[config.mk]
export PLATFORM = sky130hd
export DESIGN_NAME = rosb_bank
export DESIGN_NICKNAME = d
export VERILOG_FILES = /design/src/rosb_pkg.sv /design/src/rosb_pin_mux.sv /design/src/rosb_bank.sv
export SDC_FILE = /design/constraint.sdc
export NUM_CORES = 1
export LEC_CHECK = 0
export CAP_MARGIN = 10
export CORE_ASPECT_RATIO = 0.75
export CORE_MARGIN = 2
export CORE_UTILIZATION = 65
export CTS_CLUSTER_DIAMETER = 50
export CTS_CLUSTER_SIZE = 20
export DETAILED_ROUTE_END_ITERATION = 8
export DONT_BUFFER_PORTS = 1
export GPL_ROUTABILITY_DRIVEN = 0
export GPL_TIMING_DRIVEN = 0
export PLACE_DENSITY = 0.81
export SYNTH_ARGS = -nofsm -noshare
export SYNTH_HDL_FRONTEND = slang
export SYNTH_SLANG_ARGS = --single-unit
[constraint.sdc]
create_clock -name clk -period 2.9 [get_ports clk]
set_input_delay 0.725 -clock clk [delete_from_list [all_inputs] [get_ports clk]]
set_output_delay 0.725 -clock clk [all_outputs]
set_load 0.1 [all_outputs]
[src/rosb_pkg.sv]
// Package for the remap output selection bank: register map, field layout, carriers.
package rosb_pkg;

    // Register bus geometry
    localparam int ADDR_W = 4;
    localparam int DATA_W = 16;
    localparam int SEL_W = 5;

    // Register indices, one 16-bit register per pin pair
    localparam logic [ADDR_W-1:0] OUT_SELECT_PINS_6_7 = 4'h0;
    localparam logic [ADDR_W-1:0] OUT_SELECT_PINS_8_9 = 4'h1;
    localparam logic [ADDR_W-1:0] OUT_SELECT_PINS_10_11 = 4'h2;
    localparam logic [ADDR_W-1:0] OUT_SELECT_PINS_12_13 = 4'h3;
    localparam logic [ADDR_W-1:0] OUT_SELECT_PINS_14_15 = 4'h4;
    localparam logic [ADDR_W-1:0] OUT_SELECT_PINS_16_17 = 4'h5;
    localparam logic [ADDR_W-1:0] OUT_SELECT_PINS_18_19 = 4'h6;
    localparam logic [ADDR_W-1:0] OUT_SELECT_PINS_20_21 = 4'h7;
    localparam int NUM_REGS = 8;
    localparam int FIRST_PIN = 6;

    // Field positions inside each register
    localparam int ODD_LSB = 8;
    localparam int EVEN_LSB = 0;

    // Reset values
    localparam logic [SEL_W-1:0] SEL_RESET = 5'h00;
    localparam logic [DATA_W-1:0] RDATA_ZERO = 16'h0000;

    // Function number that leaves a pin to the port logic
    localparam logic [SEL_W-1:0] FUNC_NONE = 5'h00;

    // Register bus request carrier
    typedef struct packed {
        logic [ADDR_W-1:0] addr;
        logic [DATA_W-1:0] wdata;
        logic wr;
        logic rd;
    } rosb_req_t;

    // Pin driver carrier per pin
    typedef struct packed {
        logic periph_en;
        logic level;
    } rosb_pin_t;

endpackage

[src/rosb_pin_mux.sv]
// One remappable pin: picks a peripheral output by function number.
`timescale 1ns/100ps
module rosb_pin_mux
    import rosb_pkg::*;
#(
    parameter int NUM_FUNCS = 32
) (
    input wire logic clk,
    input wire logic nrst,
    input wire logic [SEL_W-1:0] pin_function_select,
    input wire logic [NUM_FUNCS-1:0] periph_out,
    input wire logic port_out,
    output rosb_pin_t pin_drive
);

    // Elaboration check: the select field must reach every function
    if (NUM_FUNCS > (1 << SEL_W) || NUM_FUNCS < 2) begin : g_bad_funcs
        $error("rosb_pin_mux: NUM_FUNCS out of range");
    end

    // Function zero or beyond the table leaves the pin to the port
    wire logic func_valid;
    wire logic next_level;
    assign func_valid = (pin_function_select != FUNC_NONE) && (32'(pin_function_select) < NUM_FUNCS);
    assign next_level = func_valid ? periph_out[pin_function_select] : port_out;

    // Registered so pin drive is glitch free on a select change
    always_ff @(posedge clk) begin
        if (!nrst) begin
            pin_drive <= '0;
        end else begin
            pin_drive.periph_en <= func_valid;
            pin_drive.level <= next_level;
        end
    end

endmodule

[src/rosb_bank.sv]
// Remap output selection bank: eight selection registers and the pin muxes they steer.
`timescale 1ns/100ps
module rosb_bank
    import rosb_pkg::*;
#(
    parameter int NUM_FUNCS = 32
) (
    input wire logic clk,
    input wire logic nrst,
    input wire logic [ADDR_W-1:0] reg_addr,
    input wire logic [DATA_W-1:0] reg_wdata,
    input wire logic reg_wr,
    input wire logic reg_rd,
    output logic [DATA_W-1:0] reg_rdata,
    input wire logic [NUM_FUNCS-1:0] periph_out,
    input wire logic [2*NUM_REGS-1:0] port_out,
    output logic [2*NUM_REGS-1:0] remappable_pin,
    output logic [2*NUM_REGS-1:0] remappable_pin_periph_en
);

    ////////////////////////////////////////////////////////////////////////////
    // Bus request bundle

    rosb_req_t req;
    assign req = '{addr: reg_addr, wdata: reg_wdata, wr: reg_wr, rd: reg_rd};

    // Address decode; indices above the bank are unmapped
    wire logic addr_hit;
    wire logic [2:0] reg_idx;
    assign addr_hit = (32'(req.addr) < NUM_REGS);
    assign reg_idx = req.addr[2:0];

    ////////////////////////////////////////////////////////////////////////////
    // Selection storage, one odd and one even field per register

    logic [SEL_W-1:0] sel_odd [NUM_REGS];
    logic [SEL_W-1:0] sel_even [NUM_REGS];

    genvar gi;
    generate
        for (gi = 0; gi < NUM_REGS; gi++) begin : g_reg
            wire logic wr_hit;
            assign wr_hit = req.wr && addr_hit && (reg_idx == 3'(gi));

            // Only field bits are stored, so unimplemented bits never hold a write
            always_ff @(posedge clk) begin
                if (!nrst) begin
                    sel_odd[gi] <= SEL_RESET;
                    sel_even[gi] <= SEL_RESET;
                end else if (wr_hit) begin
                    sel_odd[gi] <= req.wdata[ODD_LSB +: SEL_W];
                    sel_even[gi] <= req.wdata[EVEN_LSB +: SEL_W];
                end
            end

            // Odd pin takes the upper field, even pin the lower
            rosb_pin_t even_drv;
            rosb_pin_t odd_drv;

            rosb_pin_mux #(
                .NUM_FUNCS(NUM_FUNCS)
            ) u_even (
                .clk(clk),
                .nrst(nrst),
                .pin_function_select(sel_even[gi]),
                .periph_out(periph_out),
                .port_out(port_out[2*gi]),
                .pin_drive(even_drv)
            );

            rosb_pin_mux #(
                .NUM_FUNCS(NUM_FUNCS)
            ) u_odd (
                .clk(clk),
                .nrst(nrst),
                .pin_function_select(sel_odd[gi]),
                .periph_out(periph_out),
                .port_out(port_out[2*gi+1]),
                .pin_drive(odd_drv)
            );

            assign remappable_pin[2*gi] = even_drv.level;
            assign remappable_pin[2*gi+1] = odd_drv.level;
            assign remappable_pin_periph_en[2*gi] = even_drv.periph_en;
            assign remappable_pin_periph_en[2*gi+1] = odd_drv.periph_en;
        end
    endgenerate

    ////////////////////////////////////////////////////////////////////////////
    // Read path: gaps between fields forced to zero

    wire logic [DATA_W-1:0] read_word;
    wire logic [DATA_W-1:0] next_rdata;
    assign read_word = {3'h0, sel_odd[reg_idx], 3'h0, sel_even[reg_idx]};
    assign next_rdata = (req.rd && addr_hit) ? read_word : RDATA_ZERO;

    // Data stands only in the cycle after the read strobe
    always_ff @(posedge clk) begin
        if (!nrst) begin
            reg_rdata <= RDATA_ZERO;
        end else begin
            reg_rdata <= next_rdata;
        end
    end

endmodule

# Yosys cells after proc, flatten, opt, wreduce, memory -nomap -nowiden
# Memories as Yosys holds them, arrays and structs flattened. A register that Yosys moved wholly into a read port is not among the register bits.
# Cells that the tools add are included.
# totals
register_bits,38
ramBits,80
in_bits,72
output_inout_bits,48
word_cells,194
mem_count,2
# memory_table
memory,words,word_bits,read_ports,rd_ports_with_merged_regs,write_ports,line_no,rtl
sel_even,8,5,9,1,8,rosb_bank.sv:37,logic [SEL_W-1:0] sel_even [NUM_REGS];
sel_odd,8,5,9,1,8,rosb_bank.sv:36,logic [SEL_W-1:0] sel_odd [NUM_REGS];
# classes
n_lt_le_gt_ge,17
eq_ne,7
mux,89
bitwise_logic,16
reduce_logical,30
# ops
op,count
$lt 5x6->1 const B,16
$bmux 1 s5,16
$mux 5,16
$reduce_bool 5->1,16
$mux 1,57
$or 1x1->1,16
$eq 3x3->1 const B,4
$logic_and 1x1->1,10
$eq 3x2->1 const B,2
$lt 4x4->1 const B,1
$eq 3x1->1 const B,1
$logic_not 3->1,1
$logic_not 1->1,2
$reduce_and 2->1,1

# Depth between registers and ports, before layout
# logic_depth
depth_word,7
mapped_depth,7
mapped_depth_nobuf,5

# Hierarchy
# From an unflattened synthesis, not the netlist that was laid out.
# hier_totals
cells_unflattened,802
hier_area_um2,10079.7
# modules_own_cells
module,n_inst,cells_per_inst,area_each_um2,seq_area_each_um2
rosb_pin_mux,16,32,375.4,40.0
rosb_bank,1,290,4073.9,2602.5

# Least setup slack after synthesis
# OpenSTA, ideal clock, no wires.
# synth_path
path_kind,input to register
start,in reg_addr[0]
end,"mem sel_even[3][0], enable pin"
setup_ns,0.391
arrival_time_ns,2.094
required_time_ns,2.509
slack_ns,0.415
stages,4
path_buffers,2
path_cell_list,buf_2 > buf_2 > nand2_1 > o21ai_0
# synth_lines
item,line_no,rtl
start: declaration,rosb_bank.sv:10,"input wire logic [ADDR_W-1:0] reg_addr,"
end: declaration,rosb_bank.sv:37,

==> results.json <==
{
  "synth_compound_area_share_pct": 3.80,
  "overflow": 0,
  "first_pass_iters": 7,
  "cpMostUsedCell": "o21ai_0",
  "hold_class": "primary input to register",
  "synth_cell_type_count": 47,
  "route.final.wire_length_um": 31100,
  "synth-xor-area-share_pct": 0,
  "slew_headroom_pct": 35.5,
  "synth-seq-area-share_pct": 34.3,
  "clockBufferDepth": 2,
  "multi_input_area_um2": 5780,
  "drc_errors": 0,
  "power.total_w": 0.00581,
  "synth_top_family_by_area": "multiplexers",
  "root_buffer": "clkbuf_16",
  "hold_path_depth": 2,
  "track_usage_pct": 42.0,
  "slowest_delay_ns": 0.58,
  "antenna_found_initial": 1,
  "synthMuxAreaShare_pct": 43.3,
  "fin_area_um2": 10400,
  "cts_sinks": 122,
  "synth_edf_count": 80,
  "arrival_ns": 2.76,
  "clkLatencyLatePin_ns": 0.46,
  "drt-initial-drc-count": 1422,
  "critPathSlowestCell": "a311oi_1",
  "cts_resized": 0,
  "leakage_nw": 3.67,
  "crit_type": "register to register",
  "dp_slack_ns": -0.0238,
  "io_buffers": 0,
  "layout_setup_ws_ns": 0.431,
  "cap_violations": 0,
  "drv_slew": 0,
  "regArea_um2": 3240,
  "rsz0062_at_grt": "no",
  "hold_violations": 0,
  "grt_pass1_vias": 7561,
  "nFillCells": 968,
  "post_dp_cell_area_um2": 9740,
  "skew_ns": 0.0221,
  "status": "finished clean",
  "crit_path_max_fanout": 10,
  "fin_crit_ns": 2.47,
  "drive_above_1_share_pct": 27.4,
  "worstSetupStartpointType": "register",
  "ys_ff_latch": 122,
  "syn_to_final_growth_pct": 9.90,
  "rows": 38,
  "ir_drop_mv": 0.683,
  "yosysWarnings": 0,
  "grt_max_degree": 17,
  "via_per_inst": 7.91,
  "nets": 840,
  "fin_crit_sh_pct": 85.2,
  "finalSetupViolations": 0,
  "synth_top_area_share_pct": 30.5,
  "grt_pass1_wl_um": 46200,
  "r2r_cells": 6,
  "cp_cell_sequence": "clkbuf_1 -> mux4_2 -> mux2i_1 -> o21ai_0 -> a311oi_1 -> o21ai_0",
  "tightest_slew_ns": 0.965,
  "cts_buffers": 17,
  "syn_avg_cell_area_um2": 12.8,
  "clk_pin_slew_ns": 0.08,
  "core_um2": 14400,
  "final_common_cell": "mux4_2",
  "fmax_mhz": 405,
  "synthArstFlopShare_pct": 0,
  "synthSimpleGateAreaFrac_pct": 13.8,
  "wl_per_cell_um": 31.6,
  "synthTopCellsByArea": "mux4_2 31%, edfxtp_1 25%, dfxtp_1 8.9%",
  "cts_hold_buf": 0,
  "dp_hpwl_um": 22300,
  "vias": 7791,
  "htreeDepth": 4,
  "cts_tree": "built",
  "cts_setup_buffers": 0,
  "num_io_pins": 120,
  "initial_utilization_pct": 65.8,
  "required_ns": 3.19,
  "die_x_um": 143,
  "ant_nets": 0,
  "synth_cells": 736,
  "power_density_nw_per_um2": 559,
  "crit_path_end_kind": "register",
  "die_height_um": 108,
  "synthFlopType": "edfxtp_1",
  "layout_common_cells": "128 x mux4_2, 81 x and2_1, 80 x edfxtp_1, 71 x mux2i_1, 65 x clkbuf_1",
  "synthAdderAreaFrac_pct": 0,
  "synth_area_um2": 9450,
  "die-area_um2": 15500,
  "synth_top_cell_by_area": "mux4_2"
}
kinds of logic after synthesis:
group           Yosys count
buf+inv                 100
compound gates           57
simple gates            233
mux                     223
other cells               1
flops                   122
per-stage QoR:
step                hold slack [ns]  TNS [ns]  utilization [%]  cells
CTS                           0.441         0             72.1    977
detailed placement            0.684    -0.279             67.8    945
global placement              0.652     -3.13             67.7    941
global route                  0.438         0             72.3    981
finish                        0.428         0             72.3    985
floorplan                     0.496         0                -    741
registers in the layout, summed over array words and instances (netlist names):
signal / cells
g.u_odd.pin_drive: 16
g.u_even.pin_drive: 16
reg_rdata: 10
sel_odd: 40
sel_even: 40
synthesized netlist by cell type (2+ instances only):
| cell type | n |
|---|---|
| mux4_2 | 128 |
| and2_1 | 81 |
| edfxtp_1 | 80 |
| mux2i_1 | 71 |
| clkbuf_1 | 65 |
| nor2_1 | 49 |
| dfxtp_1 | 42 |
| nand3_1 | 21 |
| buf_2 | 18 |
| nand3b_1 | 18 |
| mux4_1 | 15 |
| nor3_1 | 15 |
| o21ai_0 | 15 |
| nand2_1 | 14 |
| a21oi_1 | 10 |
| buf_4 | 10 |
| mux2_2 | 9 |
| or4_1 | 8 |
| nand2b_1 | 5 |
| nor2b_1 | 5 |
| o22ai_1 | 5 |
| o31ai_1 | 5 |
| a22oi_1 | 4 |
| inv_1 | 4 |
| or2_2 | 4 |
| a31oi_1 | 3 |
| nand4_1 | 3 |
| nor4b_1 | 3 |
| o21ai_1 | 3 |
| o311ai_0 | 3 |
| a2111oi_0 | 2 |
| buf_6 | 2 |
| nor4_1 | 2 |
final cells by class:
type | count | share of cell area (%)
antenna | 4 | 0.0964
clock inverter | 15 | 1.82
multi-input combinational | 519 | 55.6
inverter | 4 | 0.145
clock buffer | 17 | 4.10
sequential | 122 | 31.2
buffer | 96 | 4.19
tap | 200 | 2.41
timing repair buffer | 8 | 0.410
worst paths after layout:
kind / startpoint / endpoint / slack, ns
setup / recovery: sel_odd[7][1] / g_reg[7].u_odd.pin_drive[0] / 0.43
setup reg to reg: sel_odd[7][1] / g_reg[7].u_odd.pin_drive[0] / 0.43
hold reg to reg: sel_even[5][3] / g_reg[5].u_even.pin_drive[0] / 0.72
hold / removal: port_out[1] / g_reg[0].u_odd.pin_drive[0] / 0.43
report_power, final:
group,total (W),switching (W),internal (W)
sequential,0.00244,0.000466,0.00197
clock,0.00224,0.000876,0.00136
combinational,0.00113,0.000588,0.000541
per-layer routing:
metal	vias up	wire, um	GRT usage [%]
met5	-	148	5.26
met4	5	1560	17.1
met3	198	6460	27.1
met2	900	13100	59.1
met1	3704	9810	51.4
li1	2984	-	-
critical path: cells and delay by family, from the launching register on:
family | cells | cell delay, ns
buffers and inverters | 1 | 0.53
DFF | 1 | 0.32
AOI/OAI and AO/OA | 3 | 0.90
muxes | 2 | 0.57
Note: power is estimated with default switching activity, not from simulation.
